$ cat src/nco_defs.vh
`ifndef NCO_DEFS_VH
`define NCO_DEFS_VH

// ----------------------------------------------------------------
// Datapath widths
// ----------------------------------------------------------------
`define NCO_ACC_W 32
`define NCO_FREQ_W 64
`define NCO_PH_W 13
`define NCO_OUT_W 12
`define NCO_PH_TOP 19
`define NCO_QTR_W 11

// ----------------------------------------------------------------
// Pipeline delays in main clocks
// ----------------------------------------------------------------
`define NCO_TRANSFER_DLY 4
`define NCO_LOAD_DLY 5
`define NCO_ACC_DLY 4
`define NCO_PM_DLY 4

// ----------------------------------------------------------------
// Phase offset codes, in quarter turns
// ----------------------------------------------------------------
`define NCO_QT_0 2'h0
`define NCO_QT_90 2'h1
`define NCO_QT_180 2'h2
`define NCO_QT_270 2'h3

// ----------------------------------------------------------------
// Sine approximation
// ----------------------------------------------------------------
`define NCO_MID 12'h800
`define NCO_HALF_X 12'h800
`define NCO_MAG_MAX 11'h7ff
`define NCO_C1 32'h0000_1922
`define NCO_C3 32'h0000_0a56
`define NCO_C5 32'h0000_0146
`define NCO_FRAC 11
`define NCO_CSH 12

// ----------------------------------------------------------------
// Register map (byte addresses)
// ----------------------------------------------------------------
`define NCO_REG_CTRL 8'h00
`define NCO_REG_PHASE 8'h04
`define NCO_REG_TUNE 8'h08
`define NCO_REG_FREQ_LO 8'h0c
`define NCO_REG_FREQ_HI 8'h10
`define NCO_REG_SAMPLE 8'h14
`define NCO_CTRL_RST 3'h0
`define NCO_CTRL_SOFT_PM_EN 0
`define NCO_CTRL_SOFT_PM_LO 1
`define NCO_CTRL_W 3

`endif

$ cat src/nco_dly.v
module nco_dly #(
    parameter W = 1,
    parameter D = 4,
    parameter [W-1:0] RST = {W{1'b0}}
) (
    input wire mclk_i,
    input wire rst_n_i,
    input wire [W-1:0] d_i,
    output wire [W-1:0] q_o
);
    reg [W-1:0] stage [0:D-1];
    genvar g;
    generate
        for (g = 0; g < D; g = g + 1) begin : g_stage
            always @(posedge mclk_i or negedge rst_n_i) begin
                if (!rst_n_i) begin
                    stage[g] <= RST;
                end else if (g == 0) begin
                    stage[g] <= d_i;
                end else begin
                    stage[g] <= stage[(g == 0) ? 0 : g - 1];
                end
            end
        end
    endgenerate
    assign q_o = stage[D-1];
endmodule

$ cat src/nco_sine_rom.v
`include "nco_defs.vh"

module nco_sine_rom (
    input wire mclk_i,
    input wire rst_n_i,
    input wire [`NCO_PH_W-1:0] phase_i,
    output reg [`NCO_OUT_W-1:0] sample_o
);
    // ----------------------------------------------------------------
    // Quarter-wave fold
    // ----------------------------------------------------------------
    wire [1:0] quad = phase_i[`NCO_PH_W-1:`NCO_PH_W-2];
    wire [11:0] x_lo = {1'b0, phase_i[`NCO_QTR_W-1:0]};
    wire [11:0] x = quad[0] ? (`NCO_HALF_X - x_lo) : x_lo;

    // Odd polynomial instead of a table: no memory image needed,
    // error stays within ten output steps.
    wire [23:0] x_sq = x * x;
    wire [12:0] x2 = x_sq[23:`NCO_FRAC];
    wire [24:0] x_cu = x2 * x;
    wire [13:0] x3 = x_cu[24:`NCO_FRAC];
    wire [26:0] x_qu = x3 * x2;
    wire [15:0] x5 = x_qu[26:`NCO_FRAC];
    wire [31:0] t1 = {20'h0_0000, x} * `NCO_C1;
    wire [31:0] t3 = {18'h0_0000, x3} * `NCO_C3;
    wire [31:0] t5 = {16'h0000, x5} * `NCO_C5;
    wire [31:0] poly = t1 - t3 + t5;
    wire [19:0] mag_raw = poly[31:`NCO_CSH];
    wire [10:0] mag = (mag_raw > {9'h000, `NCO_MAG_MAX}) ? `NCO_MAG_MAX : mag_raw[10:0];

    // ----------------------------------------------------------------
    // Offset binary output
    // ----------------------------------------------------------------
    // offset binary range
    // registered output
    always @(posedge mclk_i or negedge rst_n_i) begin
        if (!rst_n_i) begin
            sample_o <= `NCO_MID;
        end else if (quad[1]) begin
            sample_o <= `NCO_MID - {1'b0, mag};
        end else begin
            sample_o <= `NCO_MID + {1'b0, mag};
        end
    end
endmodule

$ cat src/nco_sine_synth.v
// What this block does
// Frequency from one of two tuning words
// Phase bits 00/01/10/11 give 0/90/270/180
// 64-bit shift register filled serially
// Order input high MSB first, low LSB
// Shift on shift clock rise while enabled
// Offset added to top 13 phase bits
// Phase code linear, 0x1000 is 180 degrees
// Accumulator steps by tuning word each clock
// Select high lower half, low upper half
// Single word: select equals shift order
// Transfer loads selected word to input register
// Input register added every clock
// Accumulate enable high holds accumulator
// Load zeroes accumulator feedback
// Sine output 0x001 to 0xfff, centre 0x800
// Phase bits act after four clocks
// Transfer sampled, acts after four clocks
// Load acts after five clocks
// Accumulate enable acts after four clocks
// Accumulator wraps modulo 2^32
// Sample output registered on clock edge
//
// Chosen here: the AHB-Lite register port and the register offsets.
`include "nco_defs.vh"

module nco_sine_synth #(
    parameter ADDR_W = 8
) (
    input wire mclk_i,
    input wire rst_n_i,
    input wire shift_clk_i,
    input wire shift_enable_n_i,
    input wire shift_msb_first_i,
    input wire serial_freq_in_i,
    input wire word_sel_lower_i,
    input wire transfer_word_n_i,
    input wire load_n_i,
    input wire accum_enable_n_i,
    input wire [1:0] phase_mod_bits_i,
    output wire [`NCO_OUT_W-1:0] sine_sample_out_o,
    input wire hsel_i,
    input wire [ADDR_W-1:0] haddr_i,
    input wire [1:0] htrans_i,
    input wire hwrite_i,
    input wire [2:0] hsize_i,
    input wire [31:0] hwdata_i,
    input wire hready_i,
    output wire hreadyout_o,
    output wire hresp_o,
    output reg [31:0] hrdata_o
);
    // ----------------------------------------------------------------
    // Frequency shift register
    // ----------------------------------------------------------------
    reg [`NCO_FREQ_W-1:0] freq_reg;
    reg shift_clk_prev;
    wire shift_rise = shift_clk_i & ~shift_clk_prev;

    // Shift clock is sampled as a plain synchronous input, so it must
    // stay at or below half the main clock rate.
    always @(posedge mclk_i or negedge rst_n_i) begin
        if (!rst_n_i) begin
            shift_clk_prev <= 1'b0;
        end else begin
            shift_clk_prev <= shift_clk_i;
        end
    end

    // serial fill
    // edge and enable
    always @(posedge mclk_i or negedge rst_n_i) begin
        if (!rst_n_i) begin
            freq_reg <= {`NCO_FREQ_W{1'b0}};
        end else if (shift_rise && !shift_enable_n_i) begin
            // shift direction
            if (shift_msb_first_i) begin
                freq_reg <= {freq_reg[`NCO_FREQ_W-2:0], serial_freq_in_i};
            end else begin
                // LSB first enters at top
                freq_reg <= {serial_freq_in_i, freq_reg[`NCO_FREQ_W-1:1]};
            end
        end
    end

    // ----------------------------------------------------------------
    // Control pipelines
    // ----------------------------------------------------------------
    wire transfer_d;
    wire sel_d;
    wire load_d;
    wire acc_en_d;
    wire [1:0] pm_d;
    reg [`NCO_CTRL_W-1:0] ctrl;
    wire [1:0] pm_src = ctrl[`NCO_CTRL_SOFT_PM_EN] ?
        ctrl[`NCO_CTRL_SOFT_PM_LO+1:`NCO_CTRL_SOFT_PM_LO] : phase_mod_bits_i;

    // transfer delay, select travels with it
    nco_dly #(.W(2), .D(`NCO_TRANSFER_DLY), .RST(2'h1)) u_transfer_dly (
        .mclk_i(mclk_i),
        .rst_n_i(rst_n_i),
        .d_i({word_sel_lower_i, transfer_word_n_i}),
        .q_o({sel_d, transfer_d})
    );

    // load delay
    nco_dly #(.W(1), .D(`NCO_LOAD_DLY), .RST(1'b1)) u_load_dly (
        .mclk_i(mclk_i),
        .rst_n_i(rst_n_i),
        .d_i(load_n_i),
        .q_o(load_d)
    );

    // accumulate enable delay
    nco_dly #(.W(1), .D(`NCO_ACC_DLY), .RST(1'b1)) u_acc_dly (
        .mclk_i(mclk_i),
        .rst_n_i(rst_n_i),
        .d_i(accum_enable_n_i),
        .q_o(acc_en_d)
    );

    // phase bits delay
    nco_dly #(.W(2), .D(`NCO_PM_DLY), .RST(2'h0)) u_pm_dly (
        .mclk_i(mclk_i),
        .rst_n_i(rst_n_i),
        .d_i(pm_src),
        .q_o(pm_d)
    );

    // ----------------------------------------------------------------
    // Phase accumulator
    // ----------------------------------------------------------------
    reg [`NCO_ACC_W-1:0] tune_reg;
    reg [`NCO_ACC_W-1:0] acc;
    reg [`NCO_ACC_W-1:0] next_acc;
    reg [`NCO_PH_W-1:0] phase;
    reg [1:0] qturn;

    // word select
    // select high picks lower half
    wire [`NCO_ACC_W-1:0] tune_mux = sel_d ? freq_reg[`NCO_ACC_W-1:0] :
        freq_reg[`NCO_FREQ_W-1:`NCO_ACC_W];

    // transfer into input register
    always @(posedge mclk_i or negedge rst_n_i) begin
        if (!rst_n_i) begin
            tune_reg <= {`NCO_ACC_W{1'b0}};
        end else if (!transfer_d) begin
            tune_reg <= tune_mux;
        end
    end

    always @* begin
        next_acc = acc;
        // enable high holds
        if (!acc_en_d) begin
            // feedback zeroed
            if (!load_d) begin
                next_acc = tune_reg;
            end else begin
                // step by tuning word
                // add input register
                // carry dropped
                next_acc = acc + tune_reg;
            end
        end
    end

    always @(posedge mclk_i or negedge rst_n_i) begin
        if (!rst_n_i) begin
            acc <= {`NCO_ACC_W{1'b0}};
        end else begin
            acc <= next_acc;
        end
    end

    // ----------------------------------------------------------------
    // Phase offset adder
    // ----------------------------------------------------------------
    // pin code to quarter turns
    always @* begin
        case (pm_d)
            2'h0: qturn = `NCO_QT_0;
            2'h1: qturn = `NCO_QT_90;
            2'h2: qturn = `NCO_QT_270;
            2'h3: qturn = `NCO_QT_180;
            default: qturn = `NCO_QT_0;
        endcase
    end

    // add to top 13 bits
    // 0x1000 is half a turn
    always @(posedge mclk_i or negedge rst_n_i) begin
        if (!rst_n_i) begin
            phase <= {`NCO_PH_W{1'b0}};
        end else begin
            phase <= acc[`NCO_ACC_W-1:`NCO_PH_TOP] + {qturn, {`NCO_QTR_W{1'b0}}};
        end
    end

    // ----------------------------------------------------------------
    // Sine lookup
    // ----------------------------------------------------------------
    // amplitude from phase
    nco_sine_rom u_rom (
        .mclk_i(mclk_i),
        .rst_n_i(rst_n_i),
        .phase_i(phase),
        .sample_o(sine_sample_out_o)
    );

    // ----------------------------------------------------------------
    // AHB-Lite register slave
    // ----------------------------------------------------------------
    // Zero wait states: reads are decoded in the address phase and
    // registered so hrdata stands for the whole data phase.
    reg wr_pend;
    reg [ADDR_W-1:0] wr_addr;
    wire take = hsel_i & htrans_i[1] & hready_i;

    assign hreadyout_o = 1'b1;
    assign hresp_o = 1'b0;

    always @(posedge mclk_i or negedge rst_n_i) begin
        if (!rst_n_i) begin
            wr_pend <= 1'b0;
            wr_addr <= {ADDR_W{1'b0}};
        end else if (hready_i) begin
            wr_pend <= take & hwrite_i;
            wr_addr <= haddr_i;
        end
    end

    always @(posedge mclk_i or negedge rst_n_i) begin
        if (!rst_n_i) begin
            ctrl <= `NCO_CTRL_RST;
        end else if (wr_pend && wr_addr == `NCO_REG_CTRL) begin
            ctrl <= hwdata_i[`NCO_CTRL_W-1:0];
        end
    end

    always @(posedge mclk_i or negedge rst_n_i) begin
        if (!rst_n_i) begin
            hrdata_o <= 32'h0000_0000;
        end else if (take && !hwrite_i) begin
            case (haddr_i)
                `NCO_REG_CTRL: hrdata_o <= {29'h0000_0000, ctrl};
                `NCO_REG_PHASE: hrdata_o <= acc;
                `NCO_REG_TUNE: hrdata_o <= tune_reg;
                `NCO_REG_FREQ_LO: hrdata_o <= freq_reg[`NCO_ACC_W-1:0];
                `NCO_REG_FREQ_HI: hrdata_o <= freq_reg[`NCO_FREQ_W-1:`NCO_ACC_W];
                `NCO_REG_SAMPLE: hrdata_o <= {20'h0_0000, sine_sample_out_o};
                default: hrdata_o <= 32'h0000_0000;
            endcase
        end
    end
endmodule

$ cat config.mk
export PLATFORM = sky130hd
export DESIGN_NAME = nco_sine_synth
export DESIGN_NICKNAME = d
export VERILOG_FILES = /design/src/nco_dly.v /design/src/nco_sine_rom.v /design/src/nco_sine_synth.v
export VERILOG_INCLUDE_DIRS = /design/src
export SDC_FILE = /design/constraint.sdc
export NUM_CORES = 2
export LEC_CHECK = 0
export BUFFER_PORTS_ARGS = -buffer_cell sky130_fd_sc_hd__buf_2
export CELL_PAD_IN_SITES_DETAIL_PLACEMENT = 0
export CELL_PAD_IN_SITES_GLOBAL_PLACEMENT = 1
export CORE_UTILIZATION = 45
export DETAILED_ROUTE_END_ITERATION = 8
export MAX_ROUTING_LAYER = met4
export PLACE_DENSITY_LB_ADDON = 0.12
export SYNTH_ARGS = -nofsm -noshare
export SYNTH_HDL_FRONTEND = slang
export SYNTH_SLANG_ARGS = --single-unit
$ cat constraint.sdc
create_clock -name mclk_i -period 32.7 [get_ports mclk_i]
set_input_delay 4.905 -clock mclk_i [delete_from_list [all_inputs] [get_ports mclk_i]]
set_output_delay 4.905 -clock mclk_i [all_outputs]
set_load 0.01 [all_outputs]
# ---- Yosys cells after proc, flatten, opt, wreduce, memory -nomap -nowiden
# Index checks and enable logic that the tools add are counted.
# Widths: inputs -> output; s select.
dict set report totals {
  regBits 223
  elab_cells 71
  output_inout_bits 46
}
dict set report op_classes {
  n_mux 9
  n_eq_ne 8
  add_sub_neg 7
  bitwise 5
  magnitude_cmp 1
  reduce_logical 8
  mul 6
}
# op count
set ops {}
lappend ops {{$pmux 32 s6} 1}
lappend ops {{$mux 32} 2}
lappend ops {{$mux 64} 1}
lappend ops {{$add 32x25->32} 1}
lappend ops {{$add 32x32->32} 1}
lappend ops {{$mul 14x13->27} 1}
lappend ops {{$sub 25x26->27} 1}
lappend ops {{$mul 13x12->25} 1}
lappend ops {{$mul 14x11->25 const B} 1}
lappend ops {{$mul 12x12->24} 1}
lappend ops {{$mul 12x12->24 const B} 1}
lappend ops {{$mul 16x8->24 const B} 1}
lappend ops {{$mux 12} 2}
lappend ops {{$sub 12x11->12 const A} 2}
lappend ops {{$gt 20x11->1 const B} 1}
lappend ops {{$eq 8x4->1 const B} 2}
lappend ops {{$eq 8x5->1 const B} 2}
lappend ops {{$logic_not 8->1} 2}
lappend ops {{$add 13x13->13} 1}
lappend ops {{$add 12x11->12 const A} 1}
lappend ops {{$mux 11} 1}
lappend ops {{$eq 8x3->1 const B} 1}
lappend ops {{$pmux 2 s4} 1}
lappend ops {{$and 1x1->1} 4}
lappend ops {{7 further kinds} 11}

# ---- Longest topological paths before layout
dict set report depth {
  depth_word 11
  depth_mapped 109
}

# ---- Cells and area by module
# Synthesis repeated with hierarchy kept, for this count alone.
dict set report unflattened {
  hier_cells 3809
  area_unflattened_um2 34285.4
}
# mod area_each_um2 n_inst cells_each seq_area_each_um2
set modules_own_cells {}
lappend modules_own_cells {nco_sine_rom 23338.6 1 2729 301.5}
lappend modules_own_cells {nco_sine_synth 10274.9 1 1051 4654.5}
lappend modules_own_cells {{nco_dly (u_transfer_dly)} 220.2 1 10 205.2}
lappend modules_own_cells {{nco_dly (u_pm_dly)} 215.2 1 10 200.2}
lappend modules_own_cells {{nco_dly (u_load_dly)} 131.4 1 5 131.4}
lappend modules_own_cells {{nco_dly (u_acc_dly)} 105.1 1 4 105.1}

# ---- Worst setup path after synthesis
# Ideal clock, no wire load.
dict set report synth_timing {
  kind {register -> register}
  from {reg phase[0]}
  to {reg u_rom.sample_o[10]}
  arrival_time_ns 24.624
  stages_incl_launch_ff 105
  setup_time_ns 0.105
  slack_ns 7.971
  cell_sequence {dfrtp_1 -> buf_2 -> or4_1 -> o41ai_1 -> xor2_1 -> inv_1 -> clkbuf_1 -> nand2_1 -> fa_1 -> inv_1 -> fa_1 -> inv_1 -> fa_1 -> inv_1 -> fa_1 -> inv_1 -> fa_1 -> inv_1 -> [... 69 more ...] -> ha_1 -> clkbuf_1 -> a21o_1 -> a21o_1 -> a21oi_1 -> o21a_1 -> o21ai_0 -> a21o_1 -> a221o_1 -> nor2_1 -> mux2i_1 -> o32a_1 -> and2_1 -> ha_1 -> nand2_1 -> nand4b_1 -> o311a_1 -> nor4b_1}
}
dict set report synth_via {
  elab_chain_len 11
}
# element line_no
set synth_lines {}
lappend synth_lines {{from (decl)} nco_sine_synth.v:136} ;# reg [`NCO_PH_W-1:0] phase;
lappend synth_lines {{from (signal assigned)} nco_sine_synth.v:195} ;# phase <= {`NCO_PH_W{1'b0}};
lappend synth_lines {{from (signal assigned)} nco_sine_synth.v:197} ;# phase <= acc[`NCO_ACC_W-1:`NCO_PH_TOP] + {qturn, {`NCO_QTR_W{1'b0}}};
lappend synth_lines {{$sub 12x11->12 (no line)} n/a}
lappend synth_lines {{$mux 12 (*)} nco_sine_rom.v:14} ;# wire [11:0] x = quad[0] ? (`NCO_HALF_X - x_lo) : x_lo;
lappend synth_lines {{$mul 12x12->24} nco_sine_rom.v:18} ;# wire [23:0] x_sq = x * x;
lappend synth_lines {{$mul 13x12->25} nco_sine_rom.v:20} ;# wire [24:0] x_cu = x2 * x;
lappend synth_lines {{$mul 14x13->27 or $mul 14x11->25 (tied branches)} n/a}
lappend synth_lines {{$mul 16x8->24 (no line) or $sub 25x26->27 (tied branches)} n/a}
lappend synth_lines {{$add 32x25->32 (*)} nco_sine_rom.v:27} ;# wire [31:0] poly = t1 - t3 + t5;
lappend synth_lines {{$gt 20x11->1} nco_sine_rom.v:29} ;# wire [10:0] mag = (mag_raw > {9'h000, `NCO_MAG_MAX}) ? `NCO_MAG_MAX : mag_raw[10:0];
lappend synth_lines {{$mux 11 (*)} nco_sine_rom.v:29}
lappend synth_lines {{$add 12x11->12 (no line) or $sub 12x11->12 (tied branches)} n/a}
lappend synth_lines {{$mux 12 (*)} nco_sine_rom.v:39} ;# end else if (quad[1]) begin
lappend synth_lines {{to (signal assigned)} nco_sine_rom.v:38} ;# sample_o <= `NCO_MID;
lappend synth_lines {{to (signal assigned)} nco_sine_rom.v:40} ;# sample_o <= `NCO_MID - {1'b0, mag};
lappend synth_lines {{to (signal assigned)} nco_sine_rom.v:42} ;# sample_o <= `NCO_MID + {1'b0, mag};
lappend synth_lines {{to (decl)} nco_sine_rom.v:7} ;# output reg [`NCO_OUT_W-1:0] sample_o
# Mark *: on every way between the ends. The rest lies on a longest branch, timed or not.
# A chain may end at the register's enable or synchronous reset.

# ---- Worst setup path after layout
# Same ends and word-level chain as after synthesis.

==> reports/metrics.yaml <==
worst_setup_path:
  crit_fanout: 21
  path_common_cell: "fa_1"
  rr_endpoint: "u_rom.sample_o[10]"
  path_class: "reg2reg"
  critPathSlowestCell: "clkinv_1"
  end_kind: "flip-flop"
  reg2reg_from: "phase[0]"
  r2r_setup_slack_ps: 3850
  cpPeakStageDelay_ps: 780
  worstPathRequired_ps: 33100
  reg2reg_depth: 104
  start_kind: "flip-flop"
  arrival_ps: 29250
placement:
  dp_hpwl_mm: 69.46
  port_buffers: 70
  gp_congestion: 0.8670
floorplanning:
  core_um2: 74700
  fp.dieW_um: 277.3
  die_h_um: 277.3
  start_util_pct: 45.66
  placement_rows: 100
  pin_count: 106
  dieArea_um2: 76900
logic_synthesis:
  synthDistinctLibCells: 90
  yosys-top-cells-count: "584 x inv_1, 509 x ha_1, 395 x fa_1, 374 x nor2_1, 347 x nand2_1"
  synth.top_cell.area_share_pct: 23.18
  yosysSeqAreaShare_pct: 16.41
  synth_area_leader_cell: "fa_1"
  synth_edf_count: 0
  synth_area_um2: 34110
  avgSynthCellArea_um2: 9.023
  synth_area_leaders: "fa_1 23%, ha_1 19%, dfrtp_1 15%"
  synth_warnings: 0
  async_flop_share_pct: 100.0
  synth_most_common_cell: "inv_1"
  postSynthCellCount: 3780
  synth-main-ff-cell: "dfrtp_1"
  yosys_register_bits: 223
sta:
  hold_violations: 0
  max_freq_mhz: 34.67
  fin_skew_ps: 14.62
  period_share_pct: 88.22
  maxSlewViolCount: 0
  finalSetupViolCount: 0
  finalCriticalPeriod_ps: 28850
  slew-limit-headroom_pct: 23.87
  rsz0062_at_grt: "no"
  worst_pin_slew_ps: 1142
  setup_tns_ps: 0
cts:
  h-tree-depth: 1
  hold_buffers: 0
  post_cts_resized: 0
  cts.clk_slew.worst_paths_ps: 60
  postCtsSetupBuffers: 0
  clk_latency_ps: 530
  cts_sinks: 223
  clock-root-buffer: "clkbuf_16"
  cts_buffers: 24
  cts_tree: "done"
  clock_path_buffers: 3
min_path:
  hold_class: "reg2reg"
  whs_path_depth: 0
  min_to: "u_pm_dly.stage[4]"
  hold_start: "u_pm_dly.stage[6]"
routing:
  routed_wl_mm: 88.38
  wire_per_inst_um: 18.37
  drcViolationCount: 0
  viasPerCell: 5.326
  vias: 25620
  drt_iter0_markers: 1420
  drt_pass1_iterations: 5
  ant_nets: 0
global_routing:
  grt.overflow.total: 0
  grt_pass1_vias: 26240
  grt_usage_pct: 24.20
  antenna_found_initial: 0
  grt_pass1_wl_mm: 144.5
  grt_max_degree: 92
final_layout:
  largest_register_ffs: 64
  layout.nets: 4787
  syn_to_final_growth_pct: 7.087
  fillCellCount: 7228
  layout-drive-gt1-share_pct: 7.108
run_status:
  status: "complete, no violations"
job:
  drv_cap: 0
==> final cells by class <==
type | count | area, um2 | area share, %
clock inverters | 5 | 63.81 | 0.1747
multi-input cells | 2848 | 25920 | 70.97
inverters | 597 | 2243 | 6.142
diodes | 1 | 2.502 | 0.006851
clock buffers | 39 | 676.9 | 1.853
flip-flops and latches | 223 | 5599 | 15.33
well taps | 969 | 1212 | 3.319
repair buffers | 129 | 805.8 | 2.206
==> cell usage in the layout (no fill, tap or decap), drive strengths merged, types with 36 or more instances in the layout <==
cell type,netlist,final
a21oi,173,173
fa,395,395
inv,590,590
nand3,36,36
xnor2,106,106
dfrtp,209,209
clkbuf,101,39
nand2,348,348
xor2,52,52
o21ai,191,191
ha,509,509
nor2,374,374
nor3,46,46
buf,18,129
mux2i,133,133
a21o,53,53
==> worst max-delay path: cells and delay by family (launching register included) <==
kind | cells | cell delay (ps)
adder cells (fa/ha/maj) | 26 | 10830
AO/OA/AOI/OAI | 34 | 8460
buffers and inverters | 19 | 3570
AND/OR/NAND/NOR | 19 | 3440
XOR/XNOR | 5 | 1810
flip-flops | 1 | 320
multiplexers | 1 | 270
==> worst max-delay path by stage <==
stage,from,endpoint,slack [ps]
after floorplan,phase[0],u_rom.sample_o[10],7970
after global placement,phase[0],u_rom.sample_o[10],4100
after detailed placement,phase[0],u_rom.sample_o[10],3920
after CTS,phase[0],u_rom.sample_o[10],3790
after global routing,phase[0],u_rom.sample_o[10],2060
final,phase[0],u_rom.sample_o[10],3850
==> layer usage <==
layer	vias to the layer above	GRT usage (%)	part of all wire [%]	wire length, um
li1	12600	-	-	-
met1	12540	33.45	48	42280
met2	421	39.63	47	41670
met3	63	1.592	3.4	3022
met4	0	3.946	1.6	1409
met5	-	-	0	0
==> per-stage QoR <==
| stage | utilization (%) | setup slack, ps | hold WS, ps | instance area (um2) | std cells |
|---|---|---|---|---|---|
| 2_1_floorplan | - | 7971 | 331.2 | 34130 | 3787 |
| 4_1_cts | 48.89 | 3788 | 348.4 | 36520 | 4810 |
| 5_1_grt | 48.89 | 2056 | 350.6 | 36520 | 4810 |
| 6_report | 48.90 | 3852 | 346.2 | 36530 | 4811 |
| 3_3_place_gp | 47.90 | 4105 | 332.6 | 35780 | 4766 |
| 3_5_place_dp | 47.90 | 3917 | 334.7 | 35780 | 4766 |
==> logic make-up (layout without fill, tap and decap cells) <==
kind of cell    Yosys count  count (layout)  share of synthesized area (%)
mux                     166             166                          4.993
simple gates            965             965                          12.45
fa+ha+maj               904             904                          41.86
buf+inv                 716             770                          7.931
other cells               2              10                        0.02202
flops                   223             223                          16.41
compound gates          646             646                          12.26
xor+xnor                158             158                          4.079
Power is left out: the tool's default activity adds up to more than one toggle a clock period on the data nets, which glitch-free logic cannot reach.
